===== src/shared/fiw_pkg.sv =====
package fiw_pkg;

	// ----------------------------------------------------------------
	// clock and timing
	// ----------------------------------------------------------------
	localparam int CLK_HZ            = 40_000_000;
	localparam int WD_TIME_S         = 14;
	localparam int WD_CYCLES         = WD_TIME_S * CLK_HZ;
	localparam int INT_PULSE_US      = 128;
	localparam int INT_PULSE_CYCLES  = INT_PULSE_US * (CLK_HZ / 1_000_000);
	localparam int SAFETY_CYCLES     = 1000;

	// ----------------------------------------------------------------
	// register map
	// ----------------------------------------------------------------
	localparam int          ADDR_W     = 8;
	localparam int          DATA_W     = 32;
	localparam int          NSRC       = 8;
	localparam logic [7:0]  OFS_FLAGS  = 8'h00;
	localparam logic [7:0]  OFS_CLEAR  = 8'h04;
	localparam logic [7:0]  OFS_MASK   = 8'h08;
	localparam logic [7:0]  OFS_CTRL   = 8'h0C;
	localparam logic [7:0]  OFS_STATE  = 8'h10;
	localparam logic [7:0]  MASK_RST   = 8'h00;
	localparam logic [1:0]  CTRL_RST   = 2'h0;

	// flag and mask bit positions
	localparam int BIT_CHG_DONE  = 0;
	localparam int BIT_IIN_LIM   = 1;
	localparam int BIT_VIN_REG   = 2;
	localparam int BIT_THERM     = 3;
	localparam int BIT_COOL      = 4;
	localparam int BIT_BAT_OC    = 5;
	localparam int BIT_TMR_FLT   = 6;
	localparam int BIT_WD_FLT    = 7;

	// control bit positions
	localparam int CTRL_WD_EN    = 0;
	localparam int CTRL_DBL_EN   = 1;

	// ----------------------------------------------------------------
	// state machines
	// ----------------------------------------------------------------
	typedef enum logic [1:0] {
		WD_IDLE  = 2'b00,
		WD_RUN   = 2'b01,
		WD_WARN  = 2'b10,
		WD_CYCLE = 2'b11
	} fiw_wd_t;

	typedef enum logic [1:0] {
		CHG_RUN   = 2'b00,
		CHG_DONE  = 2'b01,
		CHG_TFLT  = 2'b10,
		CHG_OCP   = 2'b11
	} fiw_chg_t;

endpackage


===== src/hdl/fiw_pulse.sv =====
`timescale 1ns/1ps

// fixed-width pulse generator, start ignored while busy
module fiw_pulse #(
	parameter int CYCLES = 5120
) (
	input  wire logic clk,
	input  wire logic rst,
	input  wire logic start,
	output logic      busy
);
	logic [31:0] cnt_q;
	logic [31:0] cnt_d;
	logic        busy_d;

	always_comb begin
		cnt_d  = cnt_q;
		busy_d = busy;
		if (busy) begin
			if (cnt_q == 32'(CYCLES - 1)) begin
				busy_d = 1'b0;
				cnt_d  = 32'h0;
			end else begin
				cnt_d = cnt_q + 32'h1;
			end
		end else if (start) begin
			busy_d = 1'b1;
			cnt_d  = 32'h0;
		end
	end

	always_ff @(posedge clk) begin
		if (rst) begin
			cnt_q <= 32'h0;
			busy  <= 1'b0;
		end else begin
			cnt_q <= cnt_d;
			busy  <= busy_d;
		end
	end
endmodule


===== src/hdl/fiw_top.sv =====
// Added by the designer: the register addresses and the plain strobed port.
`timescale 1ns/1ps

// Operation
// - With the watchdog on, 14 s after adapter connect without bus traffic forces a power cycle.
// - A bus transaction inside the 14 s window cancels the power cycle.
// - The adapter watchdog is off after reset until software sets its enable bit.
// - No interrupt pulse before start-up ends valid, and none at all after a faulty start-up.
// - The interrupt pin is released normally and pulled low for 128 us per interrupt.
// - Each source has a mask bit and a masked source never pulses the pin.
// - Unmasking a still-present condition gives no pulse; only a new rise while unmasked does.
// - Each event sets its flag on the rising edge of its status and sends one 128 us pulse; the code sends one pulse for events rising in one cycle.
// - Termination sets the done flag, resets the safety timer, pauses charging until toggle or recharge.
// - With the option on, reduced-current conditions run the safety timer at half speed.
// - Battery overcurrent sets its flag, stops charging and disconnects the battery.
// - Timer expiry sets its flag, holds charging off until toggle, and restarts only once cleared.
// - Flags hold until read or cleared through the clear register, and a source pulses again only after its flag is cleared.
module fiw_top
	import fiw_pkg::*;
#(
	parameter int WD_LEN    = fiw_pkg::WD_CYCLES,
	parameter int PULSE_LEN = fiw_pkg::INT_PULSE_CYCLES,
	parameter int SAFE_LEN  = fiw_pkg::SAFETY_CYCLES
) (
	// clock and reset
	input  wire logic                        CLK_SYS,
	input  wire logic                        SYS_RST,
	// register port
	input  wire logic [fiw_pkg::ADDR_W-1:0]  REG_ADDR,
	input  wire logic [fiw_pkg::DATA_W-1:0]  REG_WDATA,
	input  wire logic                        REG_WR,
	input  wire logic                        REG_RD,
	output logic      [fiw_pkg::DATA_W-1:0]  REG_RDATA,
	// start-up and supply status
	input  wire logic                        STARTUP_DONE,
	input  wire logic                        STARTUP_FAULT,
	input  wire logic                        ADAPTER_VALID,
	input  wire logic                        CE_ACTIVE,
	input  wire logic                        BUS_XFER,
	// charger status levels
	input  wire logic                        CHG_TERM,
	input  wire logic                        RECHARGE,
	input  wire logic                        IIN_LIMIT,
	input  wire logic                        VIN_REG,
	input  wire logic                        THERM_FOLD,
	input  wire logic                        COOL_REGION,
	input  wire logic                        BAT_OVERCURRENT,
	// interrupt pin and outputs
	output logic                             INT_O,
	output logic                             INT_OE,
	output logic                             IRQ,
	output logic                             CHARGE_ENABLE,
	output logic                             BAT_DISCONNECT,
	output logic                             POWER_CYCLE
);
	import fiw_pkg::*;

	// ----------------------------------------------------------------
	// registers and bus
	// ----------------------------------------------------------------
	logic [NSRC-1:0]   flags_q, flags_d, mask_q, mask_d, lvl_q, lvl;
	logic [NSRC-1:0]   rise, trig, clr;
	logic [1:0]        ctrl_q, ctrl_d;
	logic [DATA_W-1:0] rdata_d;
	logic              irq_d;
	logic              xfer;
	fiw_wd_t           wd_q, wd_d;
	fiw_chg_t          chg_q, chg_d;
	logic              tmr_exp, wd_exp, int_ok_q;

	assign xfer = BUS_XFER | REG_WR | REG_RD;
	assign lvl  = {wd_q == WD_WARN, chg_q == CHG_TFLT, BAT_OVERCURRENT,
		COOL_REGION, THERM_FOLD, VIN_REG, IIN_LIMIT, CHG_TERM};
	assign rise = lvl & ~lvl_q;
	assign trig = rise & ~mask_q & ~flags_q;

	always_comb begin
		clr     = '0;
		mask_d  = mask_q;
		ctrl_d  = ctrl_q;
		rdata_d = '0;
		if (REG_WR) begin
			case (REG_ADDR)
				OFS_CLEAR: clr = REG_WDATA[NSRC-1:0];
				OFS_MASK:  mask_d = REG_WDATA[NSRC-1:0];
				OFS_CTRL:  ctrl_d = REG_WDATA[1:0];
				default:   ;
			endcase
		end
		if (REG_RD) begin
			case (REG_ADDR)
				OFS_FLAGS: begin
					rdata_d[NSRC-1:0] = flags_q;
					clr = flags_q;
				end
				OFS_MASK:  rdata_d[NSRC-1:0] = mask_q;
				OFS_CTRL:  rdata_d[1:0] = ctrl_q;
				OFS_STATE: rdata_d[5:0] = {int_ok_q, CHARGE_ENABLE,
					chg_q, wd_q};
				default:   rdata_d = '0;
			endcase
		end
		flags_d = (flags_q & ~clr) | rise;
		irq_d   = |(flags_d & ~mask_d);
	end

	always_ff @(posedge CLK_SYS) begin
		if (SYS_RST) begin
			flags_q   <= '0;
			mask_q    <= MASK_RST;
			ctrl_q    <= CTRL_RST;
			lvl_q     <= '0;
			REG_RDATA <= '0;
			IRQ       <= 1'b0;
		end else begin
			flags_q   <= flags_d;
			mask_q    <= mask_d;
			ctrl_q    <= ctrl_d;
			lvl_q     <= lvl;
			REG_RDATA <= rdata_d;
			IRQ       <= irq_d;
		end
	end

	flag_set_a: assert property (@(posedge CLK_SYS) disable iff (SYS_RST)
		rise[BIT_BAT_OC] |=> flags_q[BIT_BAT_OC])
		else $error("overcurrent rise did not set its flag");
	flag_hold_a: assert property (@(posedge CLK_SYS) disable iff (SYS_RST)
		flags_q[BIT_CHG_DONE] && !(REG_RD && REG_ADDR == OFS_FLAGS)
		&& !(REG_WR && REG_ADDR == OFS_CLEAR) |=> flags_q[BIT_CHG_DONE])
		else $error("flag dropped without a read");

	// ----------------------------------------------------------------
	// interrupt pulse
	// ----------------------------------------------------------------
	logic int_ok_d, bad_q, bad_d, pend_q, pend_d, start, busy;
	logic [31:0] oe_len_q;

	always_comb begin
		bad_d    = bad_q | (STARTUP_DONE & STARTUP_FAULT & ~int_ok_q);
		int_ok_d = int_ok_q | (STARTUP_DONE & ~STARTUP_FAULT & ~bad_q);
		start    = int_ok_q & ~busy & (pend_q | (|trig));
		pend_d   = int_ok_q & (pend_q | (|trig)) & ~start;
	end

	fiw_pulse #(.CYCLES(PULSE_LEN)) u_pulse (
		.clk   (CLK_SYS),
		.rst   (SYS_RST),
		.start (start),
		.busy  (busy)
	);

	always_ff @(posedge CLK_SYS) begin
		if (SYS_RST) begin
			int_ok_q <= 1'b0;
			bad_q    <= 1'b0;
			pend_q   <= 1'b0;
			INT_O    <= 1'b0;
			oe_len_q <= 32'h0;
		end else begin
			int_ok_q <= int_ok_d;
			bad_q    <= bad_d;
			pend_q   <= pend_d;
			INT_O    <= 1'b0;
			oe_len_q <= busy ? oe_len_q + 32'h1 : 32'h0;
		end
	end
	assign INT_OE = busy;

	startup_gate_a: assert property (@(posedge CLK_SYS) disable iff (SYS_RST)
		!int_ok_q |-> !INT_OE)
		else $error("interrupt pulse before valid start-up");
	pulse_width_a: assert property (@(posedge CLK_SYS) disable iff (SYS_RST)
		$fell(INT_OE) |-> $past(oe_len_q) == 32'(PULSE_LEN - 1))
		else $error("interrupt pulse has wrong width");
	masked_quiet_a: assert property (@(posedge CLK_SYS) disable iff (SYS_RST)
		mask_q == '1 && !pend_q && !INT_OE |=> !INT_OE)
		else $error("pulse while every source masked");

	// ----------------------------------------------------------------
	// adapter watchdog
	// ----------------------------------------------------------------
	logic [31:0] wd_cnt_q, wd_cnt_d;
	logic        adp_q, pc_d;

	assign wd_exp = wd_cnt_q == 32'(WD_LEN - 1);

	always_comb begin
		wd_d     = wd_q;
		wd_cnt_d = wd_cnt_q;
		pc_d     = 1'b0;
		case (wd_q)
			WD_IDLE: begin
				wd_cnt_d = 32'h0;
				if (ADAPTER_VALID & ~adp_q & ctrl_q[CTRL_WD_EN])
					wd_d = WD_RUN;
			end
			WD_RUN: begin
				wd_cnt_d = wd_cnt_q + 32'h1;
				if (!ctrl_q[CTRL_WD_EN] || !ADAPTER_VALID || xfer) begin
					wd_d     = WD_IDLE;
					wd_cnt_d = 32'h0;
				end else if (ADAPTER_VALID & ~adp_q) begin
					wd_cnt_d = 32'h0;
				end else if (wd_exp) begin
					wd_d     = WD_WARN;
					wd_cnt_d = 32'h0;
				end
			end
			WD_WARN: begin
				wd_cnt_d = wd_cnt_q + 32'h1;
				if (wd_cnt_q == 32'(PULSE_LEN)) begin
					wd_d = WD_CYCLE;
				end
			end
			WD_CYCLE: begin
				pc_d     = 1'b1;
				wd_d     = WD_IDLE;
				wd_cnt_d = 32'h0;
			end
			default: wd_d = WD_IDLE;
		endcase
	end

	always_ff @(posedge CLK_SYS) begin
		if (SYS_RST) begin
			wd_q        <= WD_IDLE;
			wd_cnt_q    <= 32'h0;
			adp_q       <= 1'b0;
			POWER_CYCLE <= 1'b0;
		end else begin
			wd_q        <= wd_d;
			wd_cnt_q    <= wd_cnt_d;
			adp_q       <= ADAPTER_VALID;
			POWER_CYCLE <= pc_d;
		end
	end

	wd_off_a: assert property (@(posedge CLK_SYS) disable iff (SYS_RST)
		!ctrl_q[CTRL_WD_EN] && wd_q != WD_WARN && wd_q != WD_CYCLE
		|=> wd_q == WD_IDLE)
		else $error("watchdog ran while disabled");
	wd_stop_a: assert property (@(posedge CLK_SYS) disable iff (SYS_RST)
		wd_q == WD_RUN && xfer |=> wd_q == WD_IDLE ##1 !POWER_CYCLE)
		else $error("transaction did not stop the watchdog");
	wd_cycle_a: assert property (@(posedge CLK_SYS) disable iff (SYS_RST)
		$rose(POWER_CYCLE) |-> $past(wd_q, 2) == WD_WARN
		&& flags_q[BIT_WD_FLT])
		else $error("power cycle without watchdog flag");

	// ----------------------------------------------------------------
	// charger control and safety timer
	// ----------------------------------------------------------------
	logic [31:0] st_cnt_q, st_cnt_d;
	logic        half_q, half_d, slow, tog, tog_q, tog_d, ce_q;
	logic        chg_en_d, disc_d;

	assign tog     = (ADAPTER_VALID ^ adp_q) | (CE_ACTIVE ^ ce_q);
	assign slow    = IIN_LIMIT | VIN_REG | THERM_FOLD | COOL_REGION;
	assign tmr_exp = st_cnt_q == 32'(SAFE_LEN - 1);

	always_comb begin
		chg_d    = chg_q;
		st_cnt_d = st_cnt_q;
		half_d   = half_q;
		tog_d    = tog_q | tog;
		case (chg_q)
			CHG_RUN: begin
				tog_d  = 1'b0;
				half_d = ~half_q;
				if (!(ctrl_q[CTRL_DBL_EN] & slow) || half_q)
					st_cnt_d = st_cnt_q + 32'h1;
				if (CHG_TERM & ~lvl_q[BIT_CHG_DONE]) begin
					chg_d    = CHG_DONE;
					st_cnt_d = 32'h0;
				end else if (tmr_exp) begin
					chg_d = CHG_TFLT;
				end
			end
			CHG_DONE: begin
				st_cnt_d = 32'h0;
				if (tog || RECHARGE)
					chg_d = CHG_RUN;
			end
			CHG_TFLT: begin
				if (tog_q && !flags_q[BIT_TMR_FLT]) begin
					chg_d    = CHG_RUN;
					st_cnt_d = 32'h0;
				end
			end
			CHG_OCP: begin
				if (tog_q && !BAT_OVERCURRENT) begin
					chg_d    = CHG_RUN;
					st_cnt_d = 32'h0;
				end
			end
			default: chg_d = CHG_RUN;
		endcase
		if (BAT_OVERCURRENT & ~lvl_q[BIT_BAT_OC])
			chg_d = CHG_OCP;
		chg_en_d = chg_d == CHG_RUN;
		disc_d   = chg_d == CHG_OCP;
	end

	always_ff @(posedge CLK_SYS) begin
		if (SYS_RST) begin
			chg_q          <= CHG_RUN;
			st_cnt_q       <= 32'h0;
			half_q         <= 1'b0;
			tog_q          <= 1'b0;
			ce_q           <= 1'b0;
			CHARGE_ENABLE  <= 1'b1;
			BAT_DISCONNECT <= 1'b0;
		end else begin
			chg_q          <= chg_d;
			st_cnt_q       <= st_cnt_d;
			half_q         <= half_d;
			tog_q          <= tog_d;
			ce_q           <= CE_ACTIVE;
			CHARGE_ENABLE  <= chg_en_d;
			BAT_DISCONNECT <= disc_d;
		end
	end

	ocp_off_a: assert property (@(posedge CLK_SYS) disable iff (SYS_RST)
		BAT_OVERCURRENT && !lvl_q[BIT_BAT_OC]
		|=> !CHARGE_ENABLE && BAT_DISCONNECT)
		else $error("overcurrent did not stop charging");
	done_pause_a: assert property (@(posedge CLK_SYS) disable iff (SYS_RST)
		chg_q == CHG_DONE |-> st_cnt_q == 32'h0 && !CHARGE_ENABLE)
		else $error("termination did not pause charging");
	tflt_hold_a: assert property (@(posedge CLK_SYS) disable iff (SYS_RST)
		chg_q == CHG_TFLT && flags_q[BIT_TMR_FLT] |=> chg_q != CHG_RUN)
		else $error("charging resumed with timer flag set");
endmodule


===== config.mk =====
export PLATFORM = sky130hd
export DESIGN_NAME = fiw_top
export DESIGN_NICKNAME = d
export VERILOG_FILES = /design/src/shared/fiw_pkg.sv /design/src/hdl/fiw_pulse.sv /design/src/hdl/fiw_top.sv
export SDC_FILE = /design/constraint.sdc
export NUM_CORES = 1
export LEC_CHECK = 0
export BUFFER_PORTS_ARGS = -buffer_cell sky130_fd_sc_hd__buf_2
export CAP_MARGIN = 10
export CORE_MARGIN = 2
export CORE_UTILIZATION = 58
export CTS_CLUSTER_DIAMETER = 150
export DETAILED_ROUTE_END_ITERATION = 8
export GPL_ROUTABILITY_DRIVEN = 1
export PLACE_DENSITY = 0.8
export SLEW_MARGIN = 10
export SYNTH_ARGS = -nofsm -noshare
export SYNTH_HDL_FRONTEND = slang
export SYNTH_HIERARCHICAL = 1
export SYNTH_SLANG_ARGS = --single-unit

===== constraint.sdc =====
create_clock -name CLK_SYS -period 2.6 [get_ports CLK_SYS]
set_input_delay 0.52 -clock CLK_SYS [delete_from_list [all_inputs] [get_ports CLK_SYS]]
set_output_delay 0.52 -clock CLK_SYS [all_outputs]
set_load 0.03 [all_outputs]

== Yosys cells after proc, flatten, opt, wreduce, memory -nomap -nowiden ==
Index checks and enable logic that the tools add are counted.

* Bits of input ports: 56
* Flip-flop bits (word level): 170
* Word-level logic and storage cells: 156
* Output and inout port bits: 38

* Bitwise gates (word level): 46
* Equality and inequality tests: 22
* Add/sub/neg operators: 3
* Reduce and logical (&&, ||, !) cells: 24
* Mux-type cells: 38

{| class="wikitable"
|+ Operator list
! operator !! count
|-
| $mux W32 || 10
|-
| $pmux W32 S4 || 1
|-
| $add A32 B1 Y32 const B || 3
|-
| $pmux W32 S3 || 1
|-
| $eq A32 B13 Y1 const B || 2
|-
| $mux W8 || 6
|-
| $and A8 B8 Y8 || 5
|-
| $not A8 Y8 || 5
|-
| $eq A32 B10 Y1 const B || 1
|-
| $eq A32 B30 Y1 const B || 1
|-
| $pmux W2 S4 || 3
|-
| $mux W2 || 11
|-
| $eq A8 B4 Y1 const B || 2
|-
| $reduce_or A8 Y1 || 2
|-
| $and A1 B1 Y1 || 13
|-
| $pmux W4 S3 || 1
|-
| $eq A2 B2 Y1 const B || 5
|-
| $not A1 Y1 || 10
|-
| $or A1 B1 Y1 || 10
|-
| $ne A3 B3 Y1 const B || 3
|-
| $eq A8 B3 Y1 const B || 1
|-
| $eq A8 B5 Y1 const B || 1
|-
| $logic_not A8 Y1 || 1
|-
| $or A8 B8 Y8 || 1
|-
| 15 further kinds || 34
|}

== Depth between registers and ports, before layout ==
Gate-level depths: netlist of run 1.

* Depth in word-level cells: 10
* Gate-level depth with buffers: 10
* Mapped depth without buffers: 10

== Cells and area by module ==
Netlist of run 1, hierarchy kept.

{| class="wikitable"
|+ By module, submodules not included
! module !! instances !! area an instance (µm²) !! cells each !! sequential area each (µm²)
|-
| fiw_top || 1 || 5434.0 || 628 || 2262.2
|-
| fiw_pulse || 1 || 1701.6 || 200 || 660.6
|}

== Worst setup path after synthesis of run 1 ==
No wires, ideal clock.

* Path type: input to register
* Start: input BAT_OVERCURRENT
* End: register st_cnt_q[30]
* Arrival: 2238 ps
* Buffers on the path: 1
* Setup time: 71 ps
* Setup slack: 291 ps
* Cell stages on the path: 6
* Data required time: 2529 ps
* Cells stage by stage: mux2_4 > o21a_1 > or4_4 > buf_6 > or4_1 > a21oi_1

* Word-level cells in the longest chain between the ends: 4

{| class="wikitable"
|+ RTL lines
! element !! RTL line !! RTL
|-
| start, declared || fiw_top.sv:47 || <nowiki>input wire logic BAT_OVERCURRENT,</nowiki>
|-
| $logic_not A1 Y1 || fiw_top.sv:292 || <nowiki>if (tog_q && !BAT_OVERCURRENT) begin</nowiki>
|-
| $logic_and A1 B1 Y1 || fiw_top.sv:292 ||
|-
| $ne A2 B2 Y1 (no source line) || - ||
|-
| $reduce_and A3 Y1 (no source line) || - ||
|-
| end signal, assigned || fiw_top.sv:316 || <nowiki>st_cnt_q <= st_cnt_d;</nowiki>
|-
| end, declared || fiw_top.sv:254 || <nowiki>logic [31:0] st_cnt_q, st_cnt_d;</nowiki>
|}

Every way passes these cells.
A chain may end at the register's enable or synchronous reset.

== Worst setup path after layout of run 1 ==
* Start: register chg_q[0]
* End: register st_cnt_q[31]

* Word-level cells in the longest chain between the ends: 3
* Elaborated cells between the ends (all ways): 9
* Classes of those cells: eq/ne: 6; mux: 1; reduce/logical: 2

{| class="wikitable"
|+ RTL lines
! element !! RTL line !! RTL
|-
| start, declared || fiw_top.sv:68 || <nowiki>fiw_chg_t chg_q, chg_d;</nowiki>
|-
| start signal, assigned || fiw_top.sv:315 || <nowiki>chg_q <= chg_d;</nowiki>
|-
| $eq A2 B2 Y1 or $logic_not A2 Y1 (tied branches) || fiw_top.sv:267 || <nowiki>case (chg_q)</nowiki>
|-
| $ne A2 B2 Y1 (no source line) (tied with other cells) || - ||
|-
| $reduce_and A3 Y1 (no source line) || - ||
|}

Several ways; a longest one is shown, not always the timed one.

==> flow_summary.json, run 1 <==
{
  "syn_avg_cell_area_um2": 8.62,
  "period_share": 0.932,
  "drtPass1Iterations": 5,
  "rows": 40,
  "post_cts_buffers": 0,
  "synth_compound_area_frac": 0.134,
  "gp_congestion": 0.882,
  "vias_per_cell": 6.19,
  "yosys_register_bits": 146,
  "antenna-diode-count": 0,
  "slew_headroom": 0.616,
  "fp.dieArea_um2": 13200,
  "synth_top_area_cell": "dfxtp_1",
  "drt_iter0_drc": 668,
  "yosysWarnings": 6,
  "p_leak_uw": 0.00295,
  "placed_area_um2": 7530,
  "area_growth_pct": 14.6,
  "cts.sinks": 146,
  "grt_pass1_vias": 6214,
  "cts_max_path_buffers": 2,
  "syn_inst": 828,
  "clkTransAtPathRegs_ps": 60,
  "cp.required_ps": 2960,
  "worstSetupPathType": "flip-flop to flip-flop",
  "ys.flop_type": "dfxtp_1",
  "synth_top_family_by_area": "simple AND/OR/NAND/NOR gates",
  "grt_antenna_before_repair": 0,
  "fin_total_pwr_uw": 5270,
  "hp-class": "primary input to flip-flop",
  "clk_latency_ps": 420,
  "wl_per_cell_um": 16.2,
  "cts_root_buffer": "clkbuf_16",
  "utilization": 0.681,
  "powerDensity_nw_per_um2": 644,
  "synth_top_cell_area_share": 0.410,
  "drc": 0,
  "synth-xor-area-share": 0.0651,
  "layout-drive-gt1-share": 0.153,
  "tightest_slew_ps": 572,
  "grt_setup_unrepaired": "false",
  "numCtsBuffers": 17,
  "fin_crit_ps": 2420,
  "clock_skew_ps": 6.60,
  "grt.total_usage": 0.263,
  "synthTopCellsByArea": "dfxtp_1 (41%), nor2_1 (5.0%), xor2_1 (3.9%)",
  "synth_edf_count": 0,
  "nNetsFinal": 951,
  "ioPinCount": 94,
  "ir_drop_mv": 0.390,
  "crit_fanout": 20,
  "critPathLaunchType": "flip-flop",
  "synthAdderAreaFrac": 0.00877,
  "die_width_um": 115,
  "dp_hpwl_um": 11600,
  "cts_tree": "done",
  "preCtsSetupSlack_ps": 28.8,
  "core_area_um2": 12000,
  "drv_slew": 0,
  "vias": 6491,
  "final_area_um2": 8180,
  "final_hold_viol_count": 0,
  "worst_slack_ps": 176,
  "syn_area_um2": 7140,
  "drt_wl_total_um": 17000,
  "detail-route-antenna-nets": 0,
  "portBuffers": 44,
  "arrival_ps": 2780,
  "setup_violations": 0,
  "die_h_um": 115,
  "finalSetupTns_ps": 0,
  "maxCapViolCount": 0,
  "initial_core_util": 0.594,
  "yosysUniqueCellTypes": 67,
  "seq_area_frac_synth": 0.410,
  "fmax_mhz": 412,
  "htreeDepth": 4,
  "status": "finished, final reports clean",
  "synthArstFlopShare": 0,
  "worstSetupEndpointType": "flip-flop",
  "grt_pass1_wl_um": 28300,
  "synth.area.mux_share": 0.0168,
  "overflow": 0,
  "grt_max_degree": 35,
  "yosys.area_share.simple": 0.303
}
through the flow:
step           std cells  hold WS [ps]
2_1_floorplan        852           430
3_3_place_gp        1018           441
3_5_place_dp        1018           471
4_1_cts             1049           318
5_1_grt             1049           343
6_report            1049           332
where the power goes:
group          leakage [uW]  internal, uW  switching, uW
Combinational       0.00146           122            233
Clock              0.000302          1670            923
Sequential          0.00118          2280           36.5
worst max-delay path, stage by stage, from the launching register on:
cell and delay (ps):
dfxtp_2 400, mux2_4 320, o21a_1 230, or4_1 540, buf_4 210, or4_1 490
a21oi_1 150
layout by cell type, fill, tap and decap left out, types with 5 or more instances in the layout:
| cell | netlist | layout |
|---|---|---|
| ha_1 | 5 | 5 |
| and2_1 | 14 | 14 |
| nand4_1 | 35 | 35 |
| xor2_1 | 32 | 32 |
| conb_1 | 1 | 25 |
| buf_2 | 3 | 44 |
| and3_1 | 11 | 11 |
| nor2b_1 | 14 | 13 |
| a31oi_1 | 11 | 11 |
| clkbuf_16 | 0 | 17 |
| nand3_1 | 34 | 34 |
| inv_1 | 24 | 24 |
| buf_4 | 25 | 31 |
| nor4_1 | 22 | 22 |
| o21ai_0 | 20 | 20 |
| a21oi_1 | 47 | 47 |
| or4_1 | 22 | 22 |
| o31ai_1 | 22 | 22 |
| or3_1 | 15 | 15 |
| a222oi_1 | 6 | 6 |
| and4_1 | 7 | 7 |
| nor3_1 | 20 | 18 |
| mux2i_1 | 6 | 6 |
| nor2_1 | 95 | 94 |
| dfxtp_1 | 146 | 145 |
| xnor2_1 | 21 | 21 |
| nand2b_1 | 13 | 13 |
| nand2_1 | 49 | 49 |
area by class of cell:
cell class | instances | area (um^2)
Sequential cell | 146 | 2920
Clock buffer | 22 | 474
Tap cell | 147 | 184
Clock inverter | 9 | 154
Timing Repair Buffer | 76 | 464
Multi-Input combinational cell | 625 | 3890
Fill cell | 957 | 3830
Inverter | 24 | 90.1
cells by family after synthesis:
kind of cell | after synthesis
mux | 11
buf+inv | 81
flops | 146
other cells | 1
compound gates | 146
simple gates | 385
xor+xnor | 53
fa+ha+maj | 5
synthesized netlist by cell type (all sizes together), types with 4 or more instances:
| library cell | instances |
|---|---|
| a21oi | 47 |
| a222oi | 6 |
| a22o | 4 |
| a22oi | 4 |
| a2bb2oi | 4 |
| a31oi | 11 |
| and2 | 14 |
| and3 | 12 |
| and4 | 7 |
| buf | 35 |
| clkbuf | 22 |
| dfxtp | 146 |
| ha | 5 |
| inv | 24 |
| mux2 | 5 |
| mux2i | 6 |
| nand2 | 49 |
| nand2b | 13 |
| nand3 | 35 |
| nand3b | 4 |
| nand4 | 37 |
| nor2 | 95 |
| nor2b | 14 |
| nor3 | 20 |
| nor4 | 27 |
| nor4b | 4 |
| o21ai | 26 |
| o31ai | 22 |
| or3 | 16 |
| or4 | 26 |
| xnor2 | 21 |
| xor2 | 32 |
repair_timing:
| action | 4_1_cts | 5_1_grt |
|---|---|---|
| endpoints found under the setup margin | 0 | 10 |
| hold buffers | 0 | 0 |
| resized for setup | 0 | 7 |
| hold endpoints to repair | 0 | 0 |
routing by layer:
| metal | wire length [um] | global-route usage |
|---|---|---|
| met5 | 0 | 0 |
| met4 | 248 | 0.0964 |
| met3 | 1010 | 0.0754 |
| met2 | 8480 | 0.456 |
| met1 | 7210 | 0.312 |
path summary, 6_finish.rpt:
path	startpoint	endpoint	slack (ps)	cells after the start
worst max-delay path	chg_q[0]	st_cnt_q[31]	180	6
worst min-delay path	CE_ACTIVE	ce_q	330	2
worst max register to register	chg_q[0]	st_cnt_q[31]	180	6
worst min register to register	wd_cnt_q[0]	wd_cnt_q[0]	480	1
registers in the layout, indices dropped and copies added, names as in the netlist, 2 cells and up, named ones only:
| register | count |
|---|---|
| REG_RDATA | 8 |
| lvl_q | 8 |
| chg_q | 2 |
| st_cnt_q | 32 |
| u_pulse/cnt_q | 32 |
| wd_cnt_q | 32 |
| flags_q | 8 |
| ctrl_q | 2 |
| mask_q | 8 |
Note: power is estimated with default switching activity, not from simulation.
==> run 2: changes to the inputs <==
--- a/config.mk
+++ b/config.mk
@@ -7,7 +7,6 @@
 export LEC_CHECK = 0
 export BUFFER_PORTS_ARGS = -buffer_cell sky130_fd_sc_hd__buf_2
 export CAP_MARGIN = 10
-export CORE_MARGIN = 2
 export CORE_UTILIZATION = 58
 export CTS_CLUSTER_DIAMETER = 150
 export DETAILED_ROUTE_END_ITERATION = 8
==> flow_summary.json, run 2 (synthesized netlist as in run 1, its figures left out) <==
{
  "vias_per_cell": 6.13,
  "crit_chain": "mux2_4, o21a_1, or4_1, buf_4, or4_1, a21oi_1",
  "drt_iter0_drc": 534,
  "dp_hpwl_um": 11600,
  "drc": 0,
  "setup_violations": 0,
  "portBuffers": 44,
  "die_h_um": 113,
  "period_share": 0.933,
  "area_growth_pct": 13.3,
  "drtPass1Iterations": 7,
  "ir_drop_mv": 0.416,
  "worstSetupEndpointType": "flip-flop",
  "cts_max_path_buffers": 2,
  "fin_crit_ps": 2430,
  "layout-drive-gt1-share": 0.148,
  "detail-route-antenna-nets": 0,
  "grt_pass1_vias": 6059,
  "gp_congestion": 0.897,
  "critPathLaunchType": "flip-flop",
  "layout_commonest_cell": "dfxtp_1",
  "antenna-diode-count": 0,
  "placed_area_um2": 7530,
  "die_width_um": 113,
  "post_cts_buffers": 0,
  "finalSetupTns_ps": 0,
  "final_hold_viol_count": 0,
  "fp.dieArea_um2": 12700,
  "tightest_slew_ps": 547,
  "largestRegisters": "st_cnt_q (32), u_pulse/cnt_q (32), wd_cnt_q (32)",
  "clock_skew_ps": 5.89,
  "maxCapViolCount": 0,
  "powerDensity_nw_per_um2": 610,
  "worst-path-buf-inv": 1,
  "ioPinCount": 94,
  "clkTransAtPathRegs_ps": 50,
  "grt_max_degree": 33,
  "overflow": 0,
  "utilization": 0.673,
  "numCtsBuffers": 17,
  "htreeDepth": 4,
  "crit_family": "simple AND/OR/NAND/NOR gates",
  "grt.total_usage": 0.265,
  "grt_setup_unrepaired": "false",
  "wl_per_cell_um": 15.9,
  "slowest_delay_ps": 530,
  "grt_antenna_before_repair": 0,
  "final_cell_mix": "dfxtp_1 (145), nor2_1 (95), nand2_1 (49)",
  "worst_slack_ps": 174,
  "fmax_mhz": 412,
  "cts.sinks": 146,
  "final_area_um2": 8080,
  "vias": 6412,
  "rows": 40,
  "grt_pass1_wl_um": 27300,
  "drv_slew": 0,
  "status": "finished, final reports clean",
  "arrival_ps": 2770,
  "path_common_cell": "or4_1",
  "crit_fanout": 22,
  "worstSetupPathType": "flip-flop to flip-flop",
  "cts_tree": "done",
  "cts_root_buffer": "clkbuf_16",
  "slowest_stage": "or4_1",
  "preCtsSetupSlack_ps": -0.182,
  "nNetsFinal": 951,
  "cp.required_ps": 2940,
  "hp-class": "primary input to flip-flop",
  "p_leak_uw": 0.00291,
  "clk_latency_ps": 420,
  "drt_wl_total_um": 16600,
  "core_area_um2": 12000,
  "initial_core_util": 0.594,
  "slew_headroom": 0.633
}
-- run 2: layer usage --
metal  GRT usage  vias to the layer above  wire, um
met2       0.460                      246      8230
met3      0.0573                       38       993
met5           0                        -         0
met1       0.313                     3032      7040
li1            -                     3096         -
met4       0.126                        0       327
-- run 2: worst paths after layout --
path                                 from      endpoint  slack, ps  cells past startpoint
worst max-delay path             chg_q[0]  st_cnt_q[31]        170                      6
worst min-delay path            CE_ACTIVE          ce_q        340                      2
worst max register to register   chg_q[0]  st_cnt_q[31]        170                      6
worst min register to register      bad_q         bad_q        470                      2
-- run 2: report_power, final --
| group | internal [uW] | switching (uW) | leakage [uW] |
|---|---|---|---|
| Combinational | 123 | 234 | 0.00146 |
| Clock | 1410 | 854 | 0.000264 |
| Sequential | 2280 | 34.8 | 0.00118 |
-- run 2: metrics by stage --
stage          hold WS [ps]  power [uW]  cells
4_1_cts                 332        4950   1046
5_1_grt                 360        5090   1046
6_report                343        4930   1046
3_5_place_dp            455        2700   1018
2_1_floorplan           430        2610    852
3_3_place_gp            442        2690   1018
-- run 2: cell type report --
cell class / instances / area (um^2)
clock buffers: 21 / 450
clock inverters: 7 / 87.6
fillers: 941 / 3930
inverters: 24 / 90.1
multi-input cells: 625 / 3880
flip-flops and latches: 146 / 2920
well taps: 147 / 184
repair buffers: 76 / 460
-- run 2: timing repair --
action	in CTS	in global routing
endpoints found under the setup margin	0	16
gates resized for setup	0	5
hold buffers	0	0
